**src/include/status_pkg.sv**
```systemverilog
// Constants, command codes and carrier structs of the status reporting core
package status_pkg;

    typedef logic signed [15:0] code_t;

    // Event latch bit positions
    localparam int EV_OPC = 0;
    localparam int EV_QYE = 2;
    localparam int EV_DDE = 3;
    localparam int EV_EXE = 4;
    localparam int EV_CME = 5;
    localparam int EV_PON = 7;

    // Status byte bit positions
    localparam int STB_EVQ = 2;
    localparam int STB_QUES = 3;
    localparam int STB_MAV = 4;
    localparam int STB_ESB = 5;
    localparam int STB_RQS = 6;

    // Reset values and write masks
    localparam logic [7:0] ESR_RESET = 8'h80;
    localparam logic [7:0] SRE_RESET = 8'h00;
    localparam logic [7:0] ESE_RESET = 8'h00;
    localparam logic [7:0] SRE_WR_MASK = 8'hBF;

    // Queue depth and error codes
    localparam int EVQ_DEPTH = 10;
    localparam code_t CODE_NONE = 16'sh0000;
    localparam code_t CODE_MNEM_LONG = -16'sh0070;
    localparam code_t CODE_EXP_LARGE = -16'sh007B;
    localparam code_t CODE_DIGITS = -16'sh007C;
    localparam code_t CODE_SUFFIX_LONG = -16'sh0086;
    localparam code_t CODE_CHAR_LONG = -16'sh0090;
    localparam code_t CODE_EXPR = -16'sh00AA;
    localparam code_t CODE_TOO_MUCH = -16'sh00DF;
    localparam code_t CODE_PROTECTED = -16'sh0102;
    localparam code_t CODE_CFG_LOST = -16'sh013B;
    localparam code_t CODE_SELFTEST = -16'sh014A;
    localparam code_t CODE_OVERFLOW = -16'sh015E;

    // Group bounds, most negative first
    localparam code_t CME_LO = -16'sh00C7;
    localparam code_t CME_HI = -16'sh0064;
    localparam code_t EXE_LO = -16'sh012B;
    localparam code_t EXE_HI = -16'sh00C8;
    localparam code_t DDE_LO = -16'sh018F;
    localparam code_t DDE_HI = -16'sh012C;
    localparam code_t QYE_LO = -16'sh01F3;
    localparam code_t QYE_HI = -16'sh0190;

    // Parser limits
    localparam logic [15:0] MNEM_MAX = 16'h000C;
    localparam logic [15:0] SUFFIX_MAX = 16'h000C;
    localparam logic [15:0] CHAR_MAX = 16'h000C;
    localparam logic [15:0] EXP_MAX = 16'h7D00;
    localparam logic [15:0] DIGITS_MAX = 16'h00FF;
    localparam logic [15:0] RANGES_MAX = 16'h0006;
    localparam logic [15:0] WAVE_CAP = 16'hFFFF;

    typedef enum logic [3:0] {
        CMD_NONE = 4'h0,
        CMD_SRE_WR = 4'h1,
        CMD_SRE_RD = 4'h2,
        CMD_ESE_WR = 4'h3,
        CMD_ESE_RD = 4'h4,
        CMD_ESR_RD = 4'h5,
        CMD_STB_RD = 4'h6,
        CMD_POLL = 4'h7,
        CMD_CLS = 4'h8,
        CMD_OPC = 4'h9,
        CMD_ERR_RD = 4'hA
    } cmd_e;

    typedef enum logic [3:0] {
        CHK_MNEMONIC = 4'h0,
        CHK_SUFFIX = 4'h1,
        CHK_CHARDATA = 4'h2,
        CHK_EXPONENT = 4'h3,
        CHK_DIGITS = 4'h4,
        CHK_RANGES = 4'h5,
        CHK_PROTECT = 4'h6,
        CHK_WAVE_SIZE = 4'h7,
        CHK_CFG_MEM = 4'h8,
        CHK_SELFTEST = 4'h9
    } chk_e;

    typedef struct packed {
        cmd_e op;
        logic [7:0] arg;
    } cmd_s;

    typedef struct packed {
        logic valid;
        chk_e kind;
        logic [15:0] value;
    } chk_s;

    typedef struct packed {
        logic valid;
        code_t code;
    } err_s;

    typedef struct packed {
        logic valid;
        logic [15:0] data;
    } rsp_s;

endpackage : status_pkg

```
**src/logic/status_event_reporting.sv**
```systemverilog
// Status byte, standard event latch, enables and error queue
`timescale 1ns/1ps
module status_event_reporting
    import status_pkg::*;
#(
    parameter int DEPTH = EVQ_DEPTH,
    parameter logic [15:0] WAVE_CAPACITY = WAVE_CAP
)
(
    input wire logic clk,
    input wire logic rst_n,
    input wire cmd_s cmd,
    input wire err_s err,
    input wire chk_s chk,
    input wire logic query_error,
    input wire logic mav,
    input wire logic ques,
    output rsp_s rsp,
    output logic [7:0] status_byte,
    output logic srq
);

    // Pointer and count widths; the count needs one value more than a pointer
    localparam int PW = $clog2(DEPTH);
    localparam int CW = $clog2(DEPTH + 1);
    localparam logic [CW-1:0] FULL = CW'(DEPTH);

    // Ring pointer and fill level
    typedef logic [PW-1:0] ptr_t;
    typedef logic [CW-1:0] cnt_t;

    // All block state, registered as one word
    typedef struct packed {
        logic [DEPTH-1:0][15:0] fifo;
        ptr_t head;
        cnt_t count;
        logic [7:0] esr;
        logic [7:0] service_request_mask;
        logic [7:0] ese;
        logic reason;
        logic srq;
        logic [7:0] stb;
        rsp_s rsp;
    } state_s;

    // Current and next state
    state_s s_q;
    state_s s_d;

    // Slot index of head plus an offset, wrapped around the ring
    function automatic ptr_t ring(input ptr_t base, input cnt_t off);
        logic [CW:0] sum;
        sum = {{(CW + 1 - PW){1'b0}}, base} + {1'b0, off};
        // One wrap is enough, as the offset never exceeds the depth
        if (sum >= (CW + 1)'(DEPTH))
        begin
            sum = sum - (CW + 1)'(DEPTH);
        end
        return PW'(sum);
    endfunction : ring

    // Event bits implied by one error code
    function automatic logic [7:0] code_events(input code_t c);
        logic [7:0] ev;
        ev = 8'h00;
        // Syntax group
        if (c >= CME_LO && c <= CME_HI)
        begin
            ev[EV_CME] = 1'b1;
        end
        // Execution group
        if (c >= EXE_LO && c <= EXE_HI)
        begin
            ev[EV_EXE] = 1'b1;
        end
        // Device condition group
        if (c >= DDE_LO && c <= DDE_HI)
        begin
            ev[EV_DDE] = 1'b1;
        end
        // Output queue group
        if (c >= QYE_LO && c <= QYE_HI)
        begin
            ev[EV_QYE] = 1'b1;
        end
        return ev;
    endfunction : code_events

    // Parser limit checks turned into codes
    logic chk_hit;
    code_t chk_code;

    always_comb
    begin
        chk_hit = 1'b0;
        chk_code = CODE_NONE;
        unique case (chk.kind)
            // Length and size kinds fault past their limit
            CHK_MNEMONIC:
            begin
                chk_hit = chk.value > MNEM_MAX;
                chk_code = CODE_MNEM_LONG;
            end
            CHK_SUFFIX:
            begin
                chk_hit = chk.value > SUFFIX_MAX;
                chk_code = CODE_SUFFIX_LONG;
            end
            CHK_CHARDATA:
            begin
                chk_hit = chk.value > CHAR_MAX;
                chk_code = CODE_CHAR_LONG;
            end
            CHK_EXPONENT:
            begin
                chk_hit = chk.value > EXP_MAX;
                chk_code = CODE_EXP_LARGE;
            end
            CHK_DIGITS:
            begin
                chk_hit = chk.value > DIGITS_MAX;
                chk_code = CODE_DIGITS;
            end
            CHK_RANGES:
            begin
                chk_hit = chk.value > RANGES_MAX;
                chk_code = CODE_EXPR;
            end
            // Flag kinds fault when bit 0 is set; wave size faults past its capacity
            CHK_PROTECT:
            begin
                chk_hit = chk.value[0];
                chk_code = CODE_PROTECTED;
            end
            CHK_WAVE_SIZE:
            begin
                chk_hit = chk.value > WAVE_CAPACITY;
                chk_code = CODE_TOO_MUCH;
            end
            CHK_CFG_MEM:
            begin
                chk_hit = chk.value[0];
                chk_code = CODE_CFG_LOST;
            end
            CHK_SELFTEST:
            begin
                chk_hit = chk.value[0];
                chk_code = CODE_SELFTEST;
            end
            default:
            begin
                chk_hit = 1'b0;
                chk_code = CODE_NONE;
            end
        endcase
        chk_hit = chk_hit & chk.valid;
    end

    // Next state of the whole block
    always_comb
    begin
        logic push;
        code_t push_code;
        logic pop;
        logic clear_all;
        logic esr_rd;
        logic [7:0] ev_set;
        logic [7:0] summary;
        logic reason;
        ptr_t hd;
        cnt_t cnt;

        // Locals start from known values so no path leaves a latch
        push = 1'b0;
        push_code = CODE_NONE;
        pop = 1'b0;
        clear_all = 1'b0;
        esr_rd = 1'b0;
        ev_set = 8'h00;
        summary = 8'h00;
        reason = 1'b0;
        hd = '0;
        cnt = '0;

        s_d = s_q;
        s_d.rsp.valid = 1'b0;
        s_d.rsp.data = s_q.rsp.data;

        // A failed limit check outranks a raw report in the same cycle
        push = chk_hit | err.valid;
        push_code = chk_hit ? chk_code : err.code;
        clear_all = cmd.op == CMD_CLS;
        esr_rd = cmd.op == CMD_ESR_RD;
        pop = (cmd.op == CMD_ERR_RD) && (s_q.count != '0);

        // Events raised this cycle; bits 1, 6 and 7 have no source
        ev_set = 8'h00;
        if (push)
        begin
            ev_set = code_events(push_code);
        end
        if (query_error)
        begin
            ev_set[EV_QYE] = 1'b1;
        end
        if (cmd.op == CMD_OPC)
        begin
            ev_set[EV_OPC] = 1'b1;
        end

        // Clear first, then set, so a new event is never lost
        s_d.esr = ((clear_all || esr_rd) ? 8'h00 : s_q.esr) | ev_set;

        // Queue: clear or pop, then push at the tail
        hd = s_q.head;
        cnt = s_q.count;
        if (clear_all)
        begin
            hd = '0;
            cnt = '0;
        end
        else if (pop)
        begin
            hd = ring(hd, cnt_t'(1));
            cnt = cnt - cnt_t'(1);
        end
        // Push lands at the tail, or marks the loss when full
        if (push)
        begin
            if (cnt == FULL)
            begin
                // Oldest entries survive; newest slot reports the loss
                s_d.fifo[ring(hd, cnt - cnt_t'(1))] = CODE_OVERFLOW;
            end
            else
            begin
                s_d.fifo[ring(hd, cnt)] = push_code;
                cnt = cnt + cnt_t'(1);
            end
        end
        // Commit the new pointers
        s_d.head = hd;
        s_d.count = cnt;

        // Status summary from the registered state and the live mav and ques inputs
        summary = 8'h00;
        summary[STB_EVQ] = s_q.count != '0;
        summary[STB_QUES] = ques;
        summary[STB_MAV] = mav;
        summary[STB_ESB] = |(s_q.esr & s_q.ese);
        reason = |(summary & s_q.service_request_mask & SRE_WR_MASK);
        s_d.reason = reason;
        s_d.stb = summary;
        s_d.stb[STB_RQS] = reason;

        // Request latches on a new reason; a poll clears it, set wins
        s_d.srq = (s_q.srq & (cmd.op != CMD_POLL)) | (reason & ~s_q.reason);

        // Command decode
        unique case (cmd.op)
            CMD_SRE_WR:
            begin
                s_d.service_request_mask = cmd.arg & SRE_WR_MASK;
            end
            CMD_SRE_RD:
            begin
                s_d.rsp.valid = 1'b1;
                s_d.rsp.data = {8'h00, s_q.service_request_mask};
            end
            CMD_ESE_WR:
            begin
                s_d.ese = cmd.arg;
            end
            CMD_ESE_RD:
            begin
                s_d.rsp.valid = 1'b1;
                s_d.rsp.data = {8'h00, s_q.ese};
            end
            CMD_ESR_RD:
            begin
                s_d.rsp.valid = 1'b1;
                s_d.rsp.data = {8'h00, s_q.esr};
            end
            CMD_STB_RD:
            begin
                // Query form shows bit 6 while any reason exists
                s_d.rsp.valid = 1'b1;
                s_d.rsp.data = {8'h00, s_q.stb};
            end
            CMD_POLL:
            begin
                // Poll form shows the latched request, then drops it
                s_d.rsp.valid = 1'b1;
                s_d.rsp.data = {8'h00, s_q.stb[7], s_q.srq, s_q.stb[5:0]};
            end
            CMD_ERR_RD:
            begin
                s_d.rsp.valid = 1'b1;
                s_d.rsp.data = pop ? s_q.fifo[s_q.head] : CODE_NONE;
            end
            // No answer owed; the data holds
            CMD_CLS, CMD_OPC, CMD_NONE:
            begin
                s_d.rsp.data = s_q.rsp.data;
            end
            default:
            begin
                s_d.rsp.data = s_q.rsp.data;
            end
        endcase
    end

    // State register; power-on latches the power event
    always_ff @(posedge clk or negedge rst_n)
    begin
        if (!rst_n)
        begin
            s_q.fifo <= '0;
            s_q.head <= '0;
            s_q.count <= '0;
            s_q.esr <= ESR_RESET;
            s_q.service_request_mask <= SRE_RESET;
            s_q.ese <= ESE_RESET;
            s_q.reason <= 1'b0;
            s_q.srq <= 1'b0;
            s_q.stb <= 8'h00;
            s_q.rsp.valid <= 1'b0;
            s_q.rsp.data <= 16'h0000;
        end
        else
        begin
            s_q <= s_d;
        end
    end

    // Outputs straight from the state register
    assign rsp = s_q.rsp;
    assign status_byte = s_q.stb;
    assign srq = s_q.srq;

endmodule : status_event_reporting

```
**config.mk**
```make
export PLATFORM = sky130hd
export DESIGN_NAME = status_event_reporting
export DESIGN_NICKNAME = d
export VERILOG_FILES = /design/src/include/status_pkg.sv /design/src/logic/status_event_reporting.sv
export SDC_FILE = /design/constraint.sdc
export NUM_CORES = 1
export LEC_CHECK = 0
export BUFFER_PORTS_ARGS = -buffer_cell sky130_fd_sc_hd__buf_2
export CELL_PAD_IN_SITES_DETAIL_PLACEMENT = 1
export CELL_PAD_IN_SITES_GLOBAL_PLACEMENT = 1
export CORE_ASPECT_RATIO = 1.75
export CORE_MARGIN = 3
export CORE_UTILIZATION = 44
export DETAILED_ROUTE_END_ITERATION = 8
export GPL_TIMING_DRIVEN = 0
export HOLD_SLACK_MARGIN = 0.02
export PLACE_DENSITY = 0.8
export RECOVER_POWER = 100
export SYNTH_ARGS = -nofsm -noshare
export SYNTH_HDL_FRONTEND = slang
export SYNTH_SLANG_ARGS = --single-unit
```
**constraint.sdc**
```tcl
create_clock -name clk -period 4.8 [get_ports clk]
set_input_delay 0.96 -clock clk [delete_from_list [all_inputs] [get_ports clk]]
set_output_delay 0.96 -clock clk [all_outputs]
set_load 0.1 [all_outputs]
```
After elaboration in Yosys (flattened, before gate mapping)

Index checks and enable logic that the tools add are counted.

Reductions and logical operators: 16
Equal/unequal tests: 21
Bitwise gates (word level): 12
Magnitude comparators: 21
Mux-type cells: 35
Add/sub/neg operators: 9

Operators with widths:

| operator                                                            | number |
|---|---|
| bitwise mux 160 bit                                                 | 1 |
| 2-to-1 mux 160 bit                                                  | 1 |
| one-hot mux 16 bit (10 select lines)                                | 1 |
| demux 16 bit (select 4 bit)                                         | 2 |
| bitwise OR 100 bit                                                  | 1 |
| one-hot mux 16 bit (6 select lines)                                 | 1 |
| 2-to-1 mux 16 bit                                                   | 5 |
| binary-select mux 16 bit (select 4 bit)                             | 1 |
| bitwise AND 60 bit                                                  | 1 |
| NOT 60 bit                                                          | 1 |
| 2-to-1 mux 4 bit                                                    | 13 |
| greater-or-equal comparator 16 x 10 -> 1 bit, second input constant | 3 |
| == test 4 x 3 -> 1 bit, second input constant                       | 8 |
| <= comparator 16 x 10 -> 1 bit, second input constant               | 2 |
| == test 4 bit, second input constant                                | 6 |
| == test 4 x 2 -> 1 bit, second input constant                       | 4 |
| greater-or-equal comparator 16 x 9 -> 1 bit, second input constant  | 1 |
| > comparator 16 x 15 -> 1 bit, second input constant                | 1 |
| > comparator 16 bit, second input constant                          | 1 |
| > comparator 16 x 3 -> 1 bit, second input constant                 | 1 |
| > comparator 16 x 4 -> 1 bit, second input constant                 | 1 |
| > comparator 16 x 8 -> 1 bit, second input constant                 | 1 |
| <= comparator 16 x 8 -> 1 bit, second input constant                | 1 |
| <= comparator 16 x 9 -> 1 bit, second input constant                | 1 |
| 29 further kinds                                                    | 55 |

Output and inout port bits: 26
Input bits: 55
Bits in registers: 215
Word-level logic and storage cells: 134

Depth between registers and ports, before layout

Depth after elaboration: 17
Gate-level depth with buffers: 24
Mapped depth without buffers: 19

Least setup slack after synthesis

OpenSTA, ideal clock, no wires.

Path kind: in2reg
Start point: input cmd[8] (netlist name)
End point: register s_q[191] (netlist name)
Stages: 21
Setup slack: -782 ps
Arrival: 5,442 ps
Path buffers: 6
Data required time: 4,660 ps
Setup time: 140 ps
Cell sequence: buf_2 > nor3b_1 > and3_1 > clkbuf_1 > clkbuf_1 > xnor2_1 > nor2_1 > ha_1 > fa_1 > inv_1 > ha_1 > inv_1 > a211oi_1 > mux2_1 > or3_1 > buf_6 > or4b_4 > buf_6 > o31ai_4 > buf_8 > o22ai_1

RTL lines:

| what        | RTL line                     | text |
|---|---|---|
| from (decl) | status_event_reporting.sv:12 | `input wire cmd_s cmd,` |
| to (decl)   | status_event_reporting.sv:47 | `state_s s_q;` |

==> summary.md <==
| Metric | Value |
|---|---|
| Status | `complete, but fails checks` |
| Failing checks | `max-capacitance violations, max-slew violations, negative setup slack` |
| FF/Latch Area | `5310 µm²` |
| Final setup violation count | `7` |
| Routed vias | `10,300` |
| Final hold slack | `0.494 ns` |
| Antenna Nets Post-Route | `0` |
| Hold_sp | `rsp[12]` |
| Die height | `221 µm` |
| Post-synthesis sequential area ratio | `45.7%` |
| Most numerous cell on the critical path | `buf_6` |
| Layout cells sized above 1 | `34.6%` |
| CP endpoint kind | `flip-flop` |
| Unrepaired setup endpoints after global routing | `true` |
| PortBufs | `75` |
| Mapped Cells | `1,046` |
| Area of the core | `26,000 µm²` |
| Crit path DAT | `5.28 ns` |
| Worst-path cell chain | `clkbuf_8 -> clkbuf_16 -> inv_2 -> ha_4 -> ha_4 -> nand2_2 -> a32oi_2 -> o221ai_1 -> o21ai_0 -> nor2_2 -> ha_1 -> buf_6 -> a21oi_4 -> a21boi_2 -> o211a_1 -> or3_1 -> buf_6 -> buf_12 -> nor4_4 -> buf_4 -> a31o_4 -> buf_6 -> a2bb2oi_1` |
| Cell Area, Placed | `12,600 µm²` |
| Startpoint types | `flip-flop` |
| Max Cap Violations | `1` |
| Final wirelength | `44.7 mm` |
| Slew HR | `-78.6%` |
| # DRC | `0` |
| Drt via density | `6.69` |
| DRT iter0 DRCs | `760` |
| CTS Buf Count | `21` |
| Fin worst setup slack | `-0.0769 ns` |
| Hold path endpoint | `rsp[12]` |
| Final Slew Violations | `176` |
| Wire length per cell | `29.1 µm` |
| Critical path class | `flip-flop to flip-flop` |
| Area of the multi-input gates | `6230 µm²` |
| Post-synth top cells | `dfrtp_1 (211), a2bb2oi_1 (98), inv_1 (64), nor2_1 (48), o22ai_1 (38)` |
| Netlist Area Pre-Place | `11,600 µm²` |
| RePlAce Congestion | `0.898` |
| Hold Fails Final Rpt | `0` |
| Clock Root Buffer | `clkbuf_16` |
| Fraction of registers with async set/reset | `100%` |
| Chip width | `129 µm` |
| Met1 Track Usage GR | `31.3%` |
| Yosys warns | `0` |
| Hold buffer count at CTS | `0` |
| Clock-pin slew on the worst setup and hold paths | `0.07 ns` |
| Tcrit/Tclk final | `102%` |
| Nets@finish | `1,277` |
| EDFF count, synth | `0` |
| CTS tree | `built` |
| Antenna violations before repair | `0` |
| Reg2reg end | `s_q[133]` |
| GRT Overall Usage | `29.4%` |
| Hold Path Class | `flip-flop to flip-flop` |
| Finished Core Util | `55.8%` |
| Sinks on Clock Net | `212` |
| Most common cell in the netlist | `dfrtp_1` |
| CP Max Fanout | `9` |
| Area leader, netlist | `dfrtp_1` |
| Synth top area cells | `dfrtp_1 (45%), a2bb2oi_1 (7.4%), mux4_2 (6.2%), a22o_1 (2.8%), inv_1 (2.1%)` |
| R2R depth | `23` |
| Design area | `14,500 µm²` |
| Io pins | `81` |
| Number of global-route vias before repair | `11,000` |
| Antenna Cells | `0` |
| R2R Setup Slk | `-0.08 ns` |
| CP peak stage delay | `0.40 ns` |
| Fillers | `2,719` |
| Predominant post-synthesis flop cell | `dfrtp_1` |
| Top cell type's share of synthesized area | `45.4%` |
| Grt total ovfl | `0` |
| Max clock buf depth | `3` |
| Hold Path Depth | `1` |
| Worst skew pair latency | `0.53 ns` |
| Slowest CP cell | `dfrtp_1` |
| H-tree levels | `1` |
| Global-route wire length before repair | `64.6 mm` |
| DR pass1 iterations | `5` |
| Largest net degree at the start of global routing | `108` |
| Flops & latches, synth | `212` |
| Met2 GRT Util | `51.5%` |
| Starting density of the core | `44.8%` |
| DPL Wire Length | `29.0 mm` |
| Final Critical Period | `4.88 ns` |
| Syn Area/Cell | `11.1 µm²` |
| Row count | `78` |
| Req. time, crit path | `5.21 ns` |
| Worst Tran Pin Value | `2.68 ns` |
| F_max | `0.205 GHz` |
| R2r startpoint | `s_q[56]` |
| Grt met3 use | `3.29%` |
| Busiest grt layer | `met2` |
| Area growth syn-to-layout | `24.6%` |
| Setup Skew | `0.0182 ns` |
| Full die area | `28,500 µm²` |
| Distinct cells, synth | `95` |
## cells by family after synthesis
family	count (synthesis)	synth area share, %
compound gates	362	24.3
xor+xnor	14	1.22
fa+ha+maj	19	2.17
buf+inv	153	6.47
flops	212	45.7
mux	76	10.2
other cells	1	0.0323
simple gates	209	9.94
## metrics by stage
stage / setup TNS, ns / setup WS [ns] / instances
floorplan: -2.21 / -0.183 / 1048
global placement: -325.14 / -1.45 / 1443
detailed placement: -194.07 / -1.59 / 1444
CTS: 0 / 0.00286 / 1515
global route: -8.82 / -0.178 / 1538
finish: -0.226 / -0.0769 / 1538
## worst max path at each step
stage | cells after the start | endpoint | slack [ns] | from
finish | 23 | s_q[133] | -0.08 | s_q[56]
global route | 23 | s_q[133] | -0.18 | s_q[56]
CTS | 19 | s_q[62] | 0.003 | cmd[9]
detailed placement | 18 | s_q[166] | -1.59 | cmd[9]
global placement | 18 | s_q[166] | -1.45 | cmd[9]
floorplan | 21 | s_q[191] | -0.18 | cmd[8]
## registers in the layout, summed over array words and instances (netlist names)
signal / flops
s_q: 189
rsp: 17
status_byte: 5
srq: 1
## layout by cell type, fill, tap and decap left out, types with 9 or more instances in the layout
| master | Yosys | layout |
|---|---|---|
| nor2_1 | 48 | 41 |
| mux2i_1 | 23 | 23 |
| nand4_1 | 9 | 9 |
| nand3_1 | 19 | 19 |
| mux2_2 | 20 | 20 |
| buf_6 | 4 | 15 |
| nand2b_1 | 10 | 10 |
| dfrtp_1 | 211 | 210 |
| a2bb2oi_1 | 98 | 82 |
| nor3_1 | 20 | 15 |
| a2bb2oi_2 | 4 | 20 |
| nor2b_1 | 15 | 15 |
| nand2_1 | 35 | 33 |
| mux4_2 | 32 | 32 |
| o22ai_1 | 38 | 36 |
| buf_4 | 29 | 80 |
| a21oi_1 | 33 | 31 |
| o21ai_0 | 34 | 33 |
| clkbuf_1 | 35 | 21 |
| inv_1 | 64 | 59 |
| buf_2 | 13 | 79 |
| a22o_1 | 37 | 37 |
| clkbuf_16 | 0 | 24 |
## final cells by class
class,instances,area share (%)
inverters,64,1.70
flip-flops and latches,212,36.6
well taps,320,2.76
repair buffers,136,6.43
multi-input cells,683,43.0
plain buffers,85,4.47
clock inverters,11,0.985
clock buffers,27,3.99
## timing repair
action / 4_1_cts / 5_1_grt
endpoints found under the setup margin: 160 / 160
cloned: 3 / 2
gates resized for setup: 79 / 70
pin swaps: 22 / 20
buffers inserted: 34 / 21
## critical path: cells and delay by family, from the launching register on
family	cells	cell delay (ns)
adder cells (fa/ha/maj)	3	0.67
flip-flops	1	0.40
AO/OA/AOI/OAI	8	1.58
AND/OR/NAND/NOR	4	0.93
buffers and inverters	8	1.15
## metal layers
layer	vias up	part of all wire, %	routed length (µm)
met3	187	5.4	2410
met4	0	9.6	4300
met1	5304	33	14900
li1	4298	-	-
met5	-	0	0
met2	495	52	23100
Power is not shown: default switching activity piles up to over one toggle a cycle in this logic, so the estimate is an artifact.
